## src/pelb_regs.vh

```
/*
  Constants for the per-thread event strobe block: thread counts, event vector
  positions and widths. Included by every design file of the block except the synchroniser; defines only.
*/
// Function
// - L1-starved demand requests count as prefetch
// - Hardware sequential prefetches count as prefetch
// - Count miss cycles until data, per class
// - Count demand misses; outstanding-line hits excluded
// - Demand references: no retries, once per flow
// - Foreign copyback/invalidate never count as demand
// - Prefetch references include software and hardware
// - Count demand misses carrying writeback
// - Count prefetch misses carrying writeback
// - Split demand misses: fetch, shared, exclusive
// - Count exclusive requests hitting shared/owned lines
// - Count dropped software prefetches, two causes
// - Count each incoming bus request type
// - Count one-subline and four-subline replies
// - Order-bus aggregate ORs four buses, bus cycles
// - Request-bus aggregate ORs four buses, core cycles
// - Separate busy event per controller bus
// - Single-thread active cycles and committed instructions
// - Both active, both commit stacks nonempty
// - Both active, both commit stacks empty
// - Count three suspension state conditions
// - Stall events sampled at commit stage
// - Only triggering thread counts; bus events all
`ifndef PELB_REGS_VH
`define PELB_REGS_VH
`define PELB_THREADS 8
`define PELB_TID_W 3
`define PELB_BUSES 4
`define PELB_CMT_W 3
// Per-thread cache event vector positions.
`define PELB_L2_W 16
`define PELB_EV_DM_LAT 0
`define PELB_EV_PF_LAT 1
`define PELB_EV_DM_MISS 2
`define PELB_EV_PF_MISS 3
`define PELB_EV_DM_REF 4
`define PELB_EV_PF_REF 5
`define PELB_EV_DM_WB 6
`define PELB_EV_PF_WB 7
`define PELB_EV_IF_MISS 8
`define PELB_EV_SH_MISS 9
`define PELB_EV_EX_MISS 10
`define PELB_EV_EX_UPG 11
`define PELB_EV_DROP_FULL 12
`define PELB_EV_DROP_ABORT 13
// Shared bus event vector positions.
`define PELB_BUS_W 16
`define PELB_EV_INV 0
`define PELB_EV_CPI 1
`define PELB_EV_CPB 2
`define PELB_EV_IORD 3
`define PELB_EV_REP1 4
`define PELB_EV_REP4 5
`define PELB_EV_ODR_SUM 6
`define PELB_EV_REQ_SUM 7
`define PELB_EV_ODR0 8
`define PELB_EV_REQ0 12
// Request kinds from the cache pipeline.
`define PELB_KIND_W 2
`define PELB_KIND_FETCH 2'h0
`define PELB_KIND_SHARED 2'h1
`define PELB_KIND_EXCL 2'h2
// Per-thread pairing/commit event vector positions.
`define PELB_MT_W 8
`define PELB_EV_SGL_CYC 0
`define PELB_EV_SGL_INS 1
`define PELB_EV_BOTH_ACT 2
`define PELB_EV_BOTH_EMP 3
`define PELB_EV_BOTH_SUS 4
`define PELB_EV_ONLY_ME 5
`define PELB_EV_ME_SUS 6
`define PELB_EV_CMT_STALL 7
`endif

```

## src/pelb_sync2.v

```verilog
/*
  Two-stage synchroniser for a vector of levels.
  Assumes each bit is a level that stays stable for at least two clocks.
*/
`timescale 1ns/1ps
`default_nettype none
module pelb_sync2 #(
  parameter W = 4
) (
  input wire clk,
  input wire rst,
  input wire [W-1:0] d,
  output wire [W-1:0] q
);
  reg [W-1:0] meta_ff; // First stage; only the second stage reads it.
  reg [W-1:0] sync_ff; // Second stage, safe to use.

  // Both stages clear on reset so downstream sees idle buses.
  always @(posedge clk) begin
    if (rst) begin
      meta_ff <= {W{1'b0}};
      sync_ff <= {W{1'b0}};
    end else begin
      meta_ff <= d;
      sync_ff <= meta_ff;
    end
  end

  assign q = sync_ff;
endmodule
`default_nettype wire

```

## src/pelb_miss_tracker.v

```verilog
/*
  Outstanding second-level miss tracker: one slot per miss tag, holding the
  class (demand or prefetch) until data returns. Assumes the cache pipeline
  allocates a tag at miss and returns the same tag with the data.
*/
`timescale 1ns/1ps
`default_nettype none
`include "pelb_regs.vh"
module pelb_miss_tracker #(
  parameter SLOTS = 8,
  parameter TAG_W = 3
) (
  input wire clk,
  input wire rst,
  input wire alloc,
  input wire [TAG_W-1:0] alloc_tag,
  input wire alloc_pf,
  input wire [`PELB_TID_W-1:0] alloc_tid,
  input wire done,
  input wire [TAG_W-1:0] done_tag,
  output reg [`PELB_THREADS-1:0] dm_wait,
  output reg [`PELB_THREADS-1:0] pf_wait
);
  reg [SLOTS-1:0] busy_ff; // Slot holds a miss awaiting data.
  reg [SLOTS-1:0] pf_ff; // Slot class: 1 for prefetch.
  reg [`PELB_TID_W-1:0] tid_ff [0:SLOTS-1]; // Owning thread of each slot.
  integer i; // Loop index of the clocked process.
  integer j; // Loop index of the decode; each process owns its own index.

  // Allocation wins over a return to the same slot, so a reused tag is kept.
  always @(posedge clk) begin
    if (rst) begin
      busy_ff <= {SLOTS{1'b0}};
      pf_ff <= {SLOTS{1'b0}};
      for (i = 0; i < SLOTS; i = i + 1) begin
        tid_ff[i] <= {`PELB_TID_W{1'b0}};
      end
    end else begin
      if (done) begin
        busy_ff[done_tag] <= 1'b0;
      end
      if (alloc) begin
        busy_ff[alloc_tag] <= 1'b1;
        pf_ff[alloc_tag] <= alloc_pf;
        tid_ff[alloc_tag] <= alloc_tid;
      end
    end
  end

  // Any busy slot makes its thread's latency strobe high that cycle; the
  // latency event counts cycles, not misses, so overlap collapses to one.
  always @* begin
    dm_wait = {`PELB_THREADS{1'b0}};
    pf_wait = {`PELB_THREADS{1'b0}};
    for (j = 0; j < SLOTS; j = j + 1) begin
      if (busy_ff[j] && pf_ff[j]) begin
        pf_wait[tid_ff[j]] = 1'b1;
      end
      if (busy_ff[j] && !pf_ff[j]) begin
        dm_wait[tid_ff[j]] = 1'b1;
      end
    end
  end
endmodule
`default_nettype wire

```

## src/pelb_event_gen.v

```verilog
/*
  Performance event strobe generator for the second-level cache, system bus
  and thread-pairing events. Every output comes from a flip-flop for the counter bank:
  one-bit strobes, plus the commit counts in sgl_ins_cnt_ff. Assumes cache and commit inputs are on clk;
  bus busy levels and the order-bus tick come from the bus clock and are
  resynchronised here.
*/
`timescale 1ns/1ps
`default_nettype none
`include "pelb_regs.vh"
module pelb_event_gen (
  input wire clk,
  input wire rst,
  // Second-level cache access report, one per pipeline flow.
  input wire l2_acc_valid,
  input wire [`PELB_TID_W-1:0] l2_acc_tid,
  input wire l2_acc_sw_pf,
  input wire l2_acc_hw_pf,
  input wire l2_acc_l1_starved,
  input wire l2_acc_read,
  input wire l2_acc_retry,
  input wire l2_acc_foreign,
  input wire [`PELB_KIND_W-1:0] l2_acc_kind,
  input wire l2_acc_miss,
  input wire l2_acc_line_pending,
  input wire l2_acc_writeback,
  input wire l2_acc_hit_shared_owned,
  input wire [2:0] l2_acc_miss_tag,
  input wire l2_data_return,
  input wire [2:0] l2_data_tag,
  // Dropped software prefetches.
  input wire swpf_drop_full,
  input wire swpf_drop_abort,
  input wire [`PELB_TID_W-1:0] swpf_drop_tid,
  // Bus requests and replies, one-cycle strobes on clk.
  input wire invalidations_received,
  input wire copy_invalidate_received,
  input wire copyback_received,
  input wire io_read_received,
  input wire reply_one_subline,
  input wire reply_four_sublines,
  // Busy levels from the bus clock domain.
  input wire [`PELB_BUSES-1:0] order_bus_busy,
  input wire order_bus_tick,
  input wire [`PELB_BUSES-1:0] request_bus_busy,
  // Thread state, per thread, on clk.
  input wire [`PELB_THREADS-1:0] thread_active,
  input wire [`PELB_THREADS-1:0] thread_single_mode,
  input wire [`PELB_THREADS-1:0] commit_stack_nonempty,
  input wire [`PELB_THREADS-1:0] commit_stall,
  input wire [`PELB_THREADS*`PELB_CMT_W-1:0] commit_count,
  // Strobes to the counter bank.
  output reg [`PELB_THREADS*`PELB_L2_W-1:0] l2_ev_ff,
  output reg [`PELB_BUS_W-1:0] bus_ev_ff,
  output reg [`PELB_THREADS-1:0] bus_ev_all_ff,
  output reg [`PELB_THREADS*`PELB_MT_W-1:0] mt_ev_ff,
  output reg [`PELB_THREADS*`PELB_CMT_W-1:0] sgl_ins_cnt_ff
);
  wire [`PELB_BUSES-1:0] odr_busy_s; // Order-bus busy after sync.
  wire [`PELB_BUSES-1:0] req_busy_s; // Request-bus busy after sync.
  wire tick_s; // Order-bus clock tick level after sync.
  wire [`PELB_THREADS-1:0] dm_wait;
  wire [`PELB_THREADS-1:0] pf_wait;
  reg tick_d_ff; // Previous synced tick, for edge detection.
  reg [`PELB_THREADS*`PELB_L2_W-1:0] nxt_l2_ev;
  reg [`PELB_BUS_W-1:0] nxt_bus_ev;
  reg [`PELB_THREADS*`PELB_MT_W-1:0] nxt_mt_ev;
  reg [`PELB_THREADS*`PELB_CMT_W-1:0] nxt_sgl_ins;
  reg is_pf; // Current access counts in the prefetch class.
  reg dm_miss; // Current access is a countable demand miss.
  reg pf_miss; // Current access is a countable prefetch miss.
  reg [`PELB_TID_W-1:0] mate; // Sibling thread in the core.
  reg odr_edge; // One bus-clock cycle has elapsed.
  integer t; // Thread index of the pairing loop.
  integer u; // Thread index of the latency loop; one loop variable per process.
  integer b;

  // Busy levels cross from the bus clock, so each passes two flops first.
  pelb_sync2 #(
    .W(2*`PELB_BUSES+1)
  ) u_sync (
    .clk(clk),
    .rst(rst),
    .d({order_bus_tick, order_bus_busy, request_bus_busy}),
    .q({tick_s, odr_busy_s, req_busy_s})
  );

  pelb_miss_tracker #(
    .SLOTS(8),
    .TAG_W(3)
  ) u_trk (
    .clk(clk),
    .rst(rst),
    .alloc(dm_miss || pf_miss), // Foreign flows never open a latency window.
    .alloc_tag(l2_acc_miss_tag),
    .alloc_pf(is_pf),
    .alloc_tid(l2_acc_tid),
    .done(l2_data_return),
    .done_tag(l2_data_tag),
    .dm_wait(dm_wait),
    .pf_wait(pf_wait)
  );

  // Index of a per-thread event bit inside a flat vector.
  function integer ev_idx;
    input integer tid;
    input integer width;
    input integer pos;
    begin
      ev_idx = tid * width + pos;
    end
  endfunction

  // Number of set bits; used for both bus aggregates.
  function [2:0] pop4;
    input [`PELB_BUSES-1:0] v;
    begin
      pop4 = {2'h0, v[0]} + {2'h0, v[1]} + {2'h0, v[2]} + {2'h0, v[3]};
    end
  endfunction

  // Classification and strobe assembly for the cache events.
  always @* begin
    // Starved demand and hardware prefetch both land in the prefetch class.
    is_pf = l2_acc_sw_pf || l2_acc_hw_pf || l2_acc_l1_starved;
    // A line already in flight counts as a hit, and retries never count.
    dm_miss = l2_acc_valid && !l2_acc_retry && l2_acc_miss && !l2_acc_line_pending
      && !is_pf && !l2_acc_foreign;
    pf_miss = l2_acc_valid && !l2_acc_retry && l2_acc_miss && !l2_acc_line_pending
      && is_pf && !l2_acc_foreign;
    nxt_l2_ev = {(`PELB_THREADS*`PELB_L2_W){1'b0}};
    for (u = 0; u < `PELB_THREADS; u = u + 1) begin
      nxt_l2_ev[ev_idx(u, `PELB_L2_W, `PELB_EV_DM_LAT)] = dm_wait[u];
      nxt_l2_ev[ev_idx(u, `PELB_L2_W, `PELB_EV_PF_LAT)] = pf_wait[u];
    end
    // Only the requesting thread receives cache events.
    if (l2_acc_valid && !l2_acc_retry && !l2_acc_foreign) begin
      // Each pipeline flow reports separately, so multi-flow ops count per flow.
      nxt_l2_ev[ev_idx(l2_acc_tid, `PELB_L2_W, `PELB_EV_DM_REF)] =
        l2_acc_read && !is_pf;
      nxt_l2_ev[ev_idx(l2_acc_tid, `PELB_L2_W, `PELB_EV_PF_REF)] = is_pf;
      nxt_l2_ev[ev_idx(l2_acc_tid, `PELB_L2_W, `PELB_EV_DM_MISS)] = dm_miss;
      nxt_l2_ev[ev_idx(l2_acc_tid, `PELB_L2_W, `PELB_EV_PF_MISS)] = pf_miss;
      nxt_l2_ev[ev_idx(l2_acc_tid, `PELB_L2_W, `PELB_EV_DM_WB)] =
        dm_miss && l2_acc_writeback;
      nxt_l2_ev[ev_idx(l2_acc_tid, `PELB_L2_W, `PELB_EV_PF_WB)] =
        pf_miss && l2_acc_writeback;
      nxt_l2_ev[ev_idx(l2_acc_tid, `PELB_L2_W, `PELB_EV_IF_MISS)] =
        dm_miss && (l2_acc_kind == `PELB_KIND_FETCH);
      nxt_l2_ev[ev_idx(l2_acc_tid, `PELB_L2_W, `PELB_EV_SH_MISS)] =
        dm_miss && (l2_acc_kind == `PELB_KIND_SHARED);
      nxt_l2_ev[ev_idx(l2_acc_tid, `PELB_L2_W, `PELB_EV_EX_MISS)] =
        dm_miss && (l2_acc_kind == `PELB_KIND_EXCL);
      nxt_l2_ev[ev_idx(l2_acc_tid, `PELB_L2_W, `PELB_EV_EX_UPG)] =
        !l2_acc_miss && l2_acc_hit_shared_owned
        && (l2_acc_kind == `PELB_KIND_EXCL);
    end
    // Prefetch drops come from the storage unit with their own thread id.
    nxt_l2_ev[ev_idx(swpf_drop_tid, `PELB_L2_W, `PELB_EV_DROP_FULL)] =
      swpf_drop_full;
    nxt_l2_ev[ev_idx(swpf_drop_tid, `PELB_L2_W, `PELB_EV_DROP_ABORT)] =
      swpf_drop_abort;
  end

  // Bus events. Order-bus busy counts once per bus clock, sensed as a tick edge.
  always @* begin
    odr_edge = tick_s && !tick_d_ff;
    nxt_bus_ev = {`PELB_BUS_W{1'b0}};
    nxt_bus_ev[`PELB_EV_INV] = invalidations_received;
    nxt_bus_ev[`PELB_EV_CPI] = copy_invalidate_received;
    nxt_bus_ev[`PELB_EV_CPB] = copyback_received;
    nxt_bus_ev[`PELB_EV_IORD] = io_read_received;
    nxt_bus_ev[`PELB_EV_REP1] = reply_one_subline;
    nxt_bus_ev[`PELB_EV_REP4] = reply_four_sublines;
    for (b = 0; b < `PELB_BUSES; b = b + 1) begin
      nxt_bus_ev[`PELB_EV_ODR0 + b] = odr_edge && odr_busy_s[b];
      nxt_bus_ev[`PELB_EV_REQ0 + b] = req_busy_s[b];
    end
    // The aggregate bit is a strobe, set when any bus is busy; no output
    // carries the number of busy buses, so a cycle counts once.
    nxt_bus_ev[`PELB_EV_ODR_SUM] = odr_edge && (pop4(odr_busy_s) != 3'h0);
    nxt_bus_ev[`PELB_EV_REQ_SUM] = (pop4(req_busy_s) != 3'h0);
  end

  // Pairing events per thread; the sibling differs in the lowest id bit.
  always @* begin
    nxt_mt_ev = {(`PELB_THREADS*`PELB_MT_W){1'b0}};
    nxt_sgl_ins = {(`PELB_THREADS*`PELB_CMT_W){1'b0}};
    mate = {`PELB_TID_W{1'b0}};
    for (t = 0; t < `PELB_THREADS; t = t + 1) begin
      mate = t[`PELB_TID_W-1:0] ^ 3'h1;
      nxt_mt_ev[ev_idx(t, `PELB_MT_W, `PELB_EV_SGL_CYC)] =
        thread_active[t] && thread_single_mode[t];
      nxt_mt_ev[ev_idx(t, `PELB_MT_W, `PELB_EV_SGL_INS)] = thread_single_mode[t]
        && (commit_count[t*`PELB_CMT_W +: `PELB_CMT_W] != 3'h0);
      nxt_sgl_ins[t*`PELB_CMT_W +: `PELB_CMT_W] = thread_single_mode[t] ?
        commit_count[t*`PELB_CMT_W +: `PELB_CMT_W] : 3'h0;
      nxt_mt_ev[ev_idx(t, `PELB_MT_W, `PELB_EV_BOTH_ACT)] = thread_active[t]
        && thread_active[mate] && commit_stack_nonempty[t]
        && commit_stack_nonempty[mate];
      nxt_mt_ev[ev_idx(t, `PELB_MT_W, `PELB_EV_BOTH_EMP)] = thread_active[t]
        && thread_active[mate] && !commit_stack_nonempty[t]
        && !commit_stack_nonempty[mate];
      nxt_mt_ev[ev_idx(t, `PELB_MT_W, `PELB_EV_BOTH_SUS)] =
        !thread_active[t] && !thread_active[mate];
      nxt_mt_ev[ev_idx(t, `PELB_MT_W, `PELB_EV_ONLY_ME)] =
        thread_active[t] && !thread_active[mate];
      nxt_mt_ev[ev_idx(t, `PELB_MT_W, `PELB_EV_ME_SUS)] = !thread_active[t];
      // The stall level is the commit stage's own view of the cycle.
      nxt_mt_ev[ev_idx(t, `PELB_MT_W, `PELB_EV_CMT_STALL)] =
        thread_active[t] && commit_stall[t];
    end
  end

  // All strobes leave from flops: most one cycle after their cause, latency two, synced bus busy three.
  always @(posedge clk) begin
    if (rst) begin
      tick_d_ff <= 1'b0;
      l2_ev_ff <= {(`PELB_THREADS*`PELB_L2_W){1'b0}};
      bus_ev_ff <= {`PELB_BUS_W{1'b0}};
      bus_ev_all_ff <= {`PELB_THREADS{1'b0}};
      mt_ev_ff <= {(`PELB_THREADS*`PELB_MT_W){1'b0}};
      sgl_ins_cnt_ff <= {(`PELB_THREADS*`PELB_CMT_W){1'b0}};
    end else begin
      tick_d_ff <= tick_s;
      l2_ev_ff <= nxt_l2_ev;
      bus_ev_ff <= nxt_bus_ev;
      // Any bus event goes to every thread's counter.
      bus_ev_all_ff <= {`PELB_THREADS{|nxt_bus_ev}};
      mt_ev_ff <= nxt_mt_ev;
      sgl_ins_cnt_ff <= nxt_sgl_ins;
    end
  end
endmodule
`default_nettype wire

```

## config.mk

```make
export PLATFORM = sky130hd
export DESIGN_NAME = pelb_event_gen
export DESIGN_NICKNAME = d
export VERILOG_FILES = /design/src/pelb_sync2.v /design/src/pelb_miss_tracker.v /design/src/pelb_event_gen.v
export VERILOG_INCLUDE_DIRS = /design/src /design/src/src
export SDC_FILE = /design/constraint.sdc
export NUM_CORES = 1
export LEC_CHECK = 0
export BUFFER_PORTS_ARGS = -buffer_cell sky130_fd_sc_hd__buf_2
export CAP_MARGIN = 20
export CELL_PAD_IN_SITES_DETAIL_PLACEMENT = 0
export CELL_PAD_IN_SITES_GLOBAL_PLACEMENT = 1
export CORE_MARGIN = 3
export CORE_UTILIZATION = 25
export DETAILED_ROUTE_END_ITERATION = 6
export GPL_ROUTABILITY_DRIVEN = 0
export PLACE_DENSITY_LB_ADDON = 0.1
export SYNTH_ARGS = -nofsm -noshare
export SYNTH_HDL_FRONTEND = slang
export SYNTH_SLANG_ARGS = --single-unit
export TNS_END_PERCENT = 1
```

## constraint.sdc

```tcl
create_clock -name clk -period 3.3 [get_ports clk]
set_input_delay 0.495 -clock clk [delete_from_list [all_inputs] [get_ports clk]]
set_output_delay 0.495 -clock clk [all_outputs]
set_load 0.005 [all_outputs]
```

==> flow_summary.ini <==
[outcome]
status = completed

[clock_tree]
post-cts-setup-buffer-count = 0
htreeDepth = 1
cts_buffer_depth = 3
post_cts_resized = 0
cts_hold_buffers = 0
path_clk_slew_ps = 60
cts_tree = done
cts_sinks = 272
clk_latency_ps = 580
cts_root_buf = clkbuf_16
cts_buffers = 31

[flow_run]
maxCapViolations = 0

[sta]
relSlewSlack_pct = 36.6
clock_skew_ps = 10.3
max_freq_ghz = 0.446
setup_viol = 0
slew_viol_final = 0
rsz0062_at_grt = no
timing.final.crit_share_pct = 67.9
period_needed_ps = 2240
finalSetupTns_ps = 0
hold_viol = 0
max_slew.worst_pin.slew_ps = 949

[logic_synthesis]
yosys.area.top_type = dfxtp_1
syn_inst = 856
synth_area_leaders = dfxtp_1, edfxtp_1, nor2_1
synth_top_cell_area_share_pct = 53.9
synthesis.area_sq_um = 9210
synth_warnings = 0
avgSynthCellArea_sq_um = 10.8
ys_seq_elements = 272
yosys.cell_types.count = 48
seq_area_frac_synth_pct = 61.7

[setup_path]
worstRegToRegCells = 7
rrSetupSlack_ps = 1060
cp.required_ps = 3730
regToRegEndpoint = bus_ev_all_ff[0]
crit_start = u_sync.q[4]
arrival_ps = 2670
end_kind = flip-flop
worstPathMaxFanout = 3
r2r_start = u_sync.q[4]
worstSetupPathType = reg2reg
crit_end = bus_ev_all_ff[0]
crit_path_start_kind = flip-flop

[grt]
grt_overflow = 0
grt_max_degree = 51
grt_pass1_wl_mm = 47.3
antenna_found_initial = 7
grt_pass1_vias = 7710
track_usage_pct = 15.7

[power]
power_density_nw_per_um2 = 584
p_leak_nw = 5.55
vdd_drop_max_mv = 0.334

[placement]
io_buffers = 324
placed_cells = 1609
place_area_sq_um = 11200
dpl.hpwl_mm = 24.3

[layout]
design_area_sq_um = 12200
syn2layout_area_growth_pct = 32.4
drive_gt1_share_pct = 31.7
n_fill_cell = 3755
fin_nets = 1289
fin_cells = 1664

[floorplanning]
io_pins = 341
initial_core_util_pct = 25.6
die_area_sq_um = 39200
core_area_sq_um = 35900
std_cell_rows = 69
die_y_microns = 198
die-width_microns = 198

[drt]
drcViolationCount = 0
routed_wl_mm = 32.5
post_drt_wl_per_cell_microns = 19.6
dr.pass1.iters = 6
vias = 7559
drt-initial-drc-count = 478
ant_nets = 0
routed_via_density = 4.54

[min_path]
hp-class = in2reg
==> kinds of logic after synthesis <==
group	synth area share (%)
other cells	0.0407
compound gates	9.94
fa+ha+maj	1.11
flops	61.7
buf+inv	4.39
simple gates	22.8
==> layer usage <==
layer,routed length [microns],global-route usage (%),share of wire (%)
met1,13500,19.6,42
met2,14800,25.0,46
met3,3060,6.26,9.4
met4,1090,4.98,3.3
met5,44,0,0.14
==> layout make-up <==
cell class | count | area [sq um] | share of cell area [%]
sequential | 272 | 5690 | 46.6
multi-input combinational | 522 | 3180 | 26.1
timing repair buffer | 330 | 1680 | 13.8
clock buffer | 47 | 906 | 7.43
tap | 461 | 577 | 4.73
inverter | 24 | 90.1 | 0.739
clock inverter | 5 | 65.1 | 0.533
antenna | 3 | 7.51 | 0.0616
==> synthesized netlist by cell type (all sizes together) <==
cell type,instances
o2bb2ai,1
a21o,6
a32oi,16
dfxtp,248
buf,41
a41o,2
nand3b,1
o21ai,1
o311ai,5
nor3,41
clkbuf,12
nand2,20
nor2b,65
nand3,10
a31oi,1
nand2b,4
o22ai,2
a311oi,5
o311a,2
or3,9
o31a,1
and3b,17
fa,2
or4b,1
nor3b,13
o41ai,1
nand4,10
or4,2
inv,23
ha,5
or3b,1
nor4,2
and3,29
edfxtp,24
a41oi,22
nor4b,1
and2,40
conb,1
nor2,120
a22oi,48
clkinv,1
==> layout by cell type, fill, tap and decap left out, drive strengths merged, types with 3 or more instances in the layout <==
master,count
diode,3
clkbuf,47
a41oi,22
nor2,120
nand3,10
nand2,20
conb,16
nor3,41
edfxtp,24
dfxtp,248
a22oi,48
a311oi,5
nor2b,65
inv,24
and3b,17
nor3b,13
or3,9
and3,29
buf,330
ha,5
o311ai,5
nand4,10
a21o,6
nand2b,4
and2,40
a32oi,16
clkinv,4
==> flip-flops by register name, summed over array words and instances, names as in the netlist <==
name and cells:
u_sync.meta_ff 9, tick_d_ff 1, u_trk.busy_ff 8, l2_ev_ff 112, u_sync.q 9, u_trk.pf_ff 8
bus_ev_ff 16, bus_ev_all_ff 1, mt_ev_ff 60, sgl_ins_cnt_ff 24, u_trk.tid_ff 24
==> worst min-delay path by stage <==
stage | start | end | slack (ps) | depth (start not counted)
floorplan | u_sync.meta_ff[0] | u_sync.q[0] | 410 | 1
CTS | thread_active[1] | mt_ev_ff[12] | 60 | 2
finish | commit_stack_nonempty[5] | mt_ev_ff[43] | 110 | 2
detailed placement | u_sync.meta_ff[6] | u_sync.q[6] | 430 | 1
global placement | u_sync.meta_ff[1] | u_sync.q[1] | 420 | 1
global route | thread_active[1] | mt_ev_ff[12] | 80 | 2
==> per-stage QoR <==
step / hold WS [ps] / setup slack (ps) / utilization (%) / power [mW]
2_1_floorplan: 414 / 1350 / - / 3.71
3_3_place_gp: 419 / 1010 / 31.2 / 3.91
3_5_place_dp: 425 / 992 / 31.2 / 3.90
4_1_cts: 60.3 / 986 / 33.9 / 7.26
5_1_grt: 76.2 / 886 / 34.0 / 7.43
6_report: 108 / 1060 / 34.0 / 7.12
==> critical path: stages (launching register included) <==
cell     delay, ps
dfxtp_1        350
inv_1           70
fa_1           520
inv_1           40
ha_1           170
ha_1           280
o41ai_1        500
a41oi_1        170
==> where the power goes <==
part	internal (mW)	switching (mW)	total (mW)
registers	3.41	0.0407	3.45
clock network	1.95	1.35	3.30
logic	0.150	0.222	0.372
No activity file was read; power rests on OpenSTA's default activity.
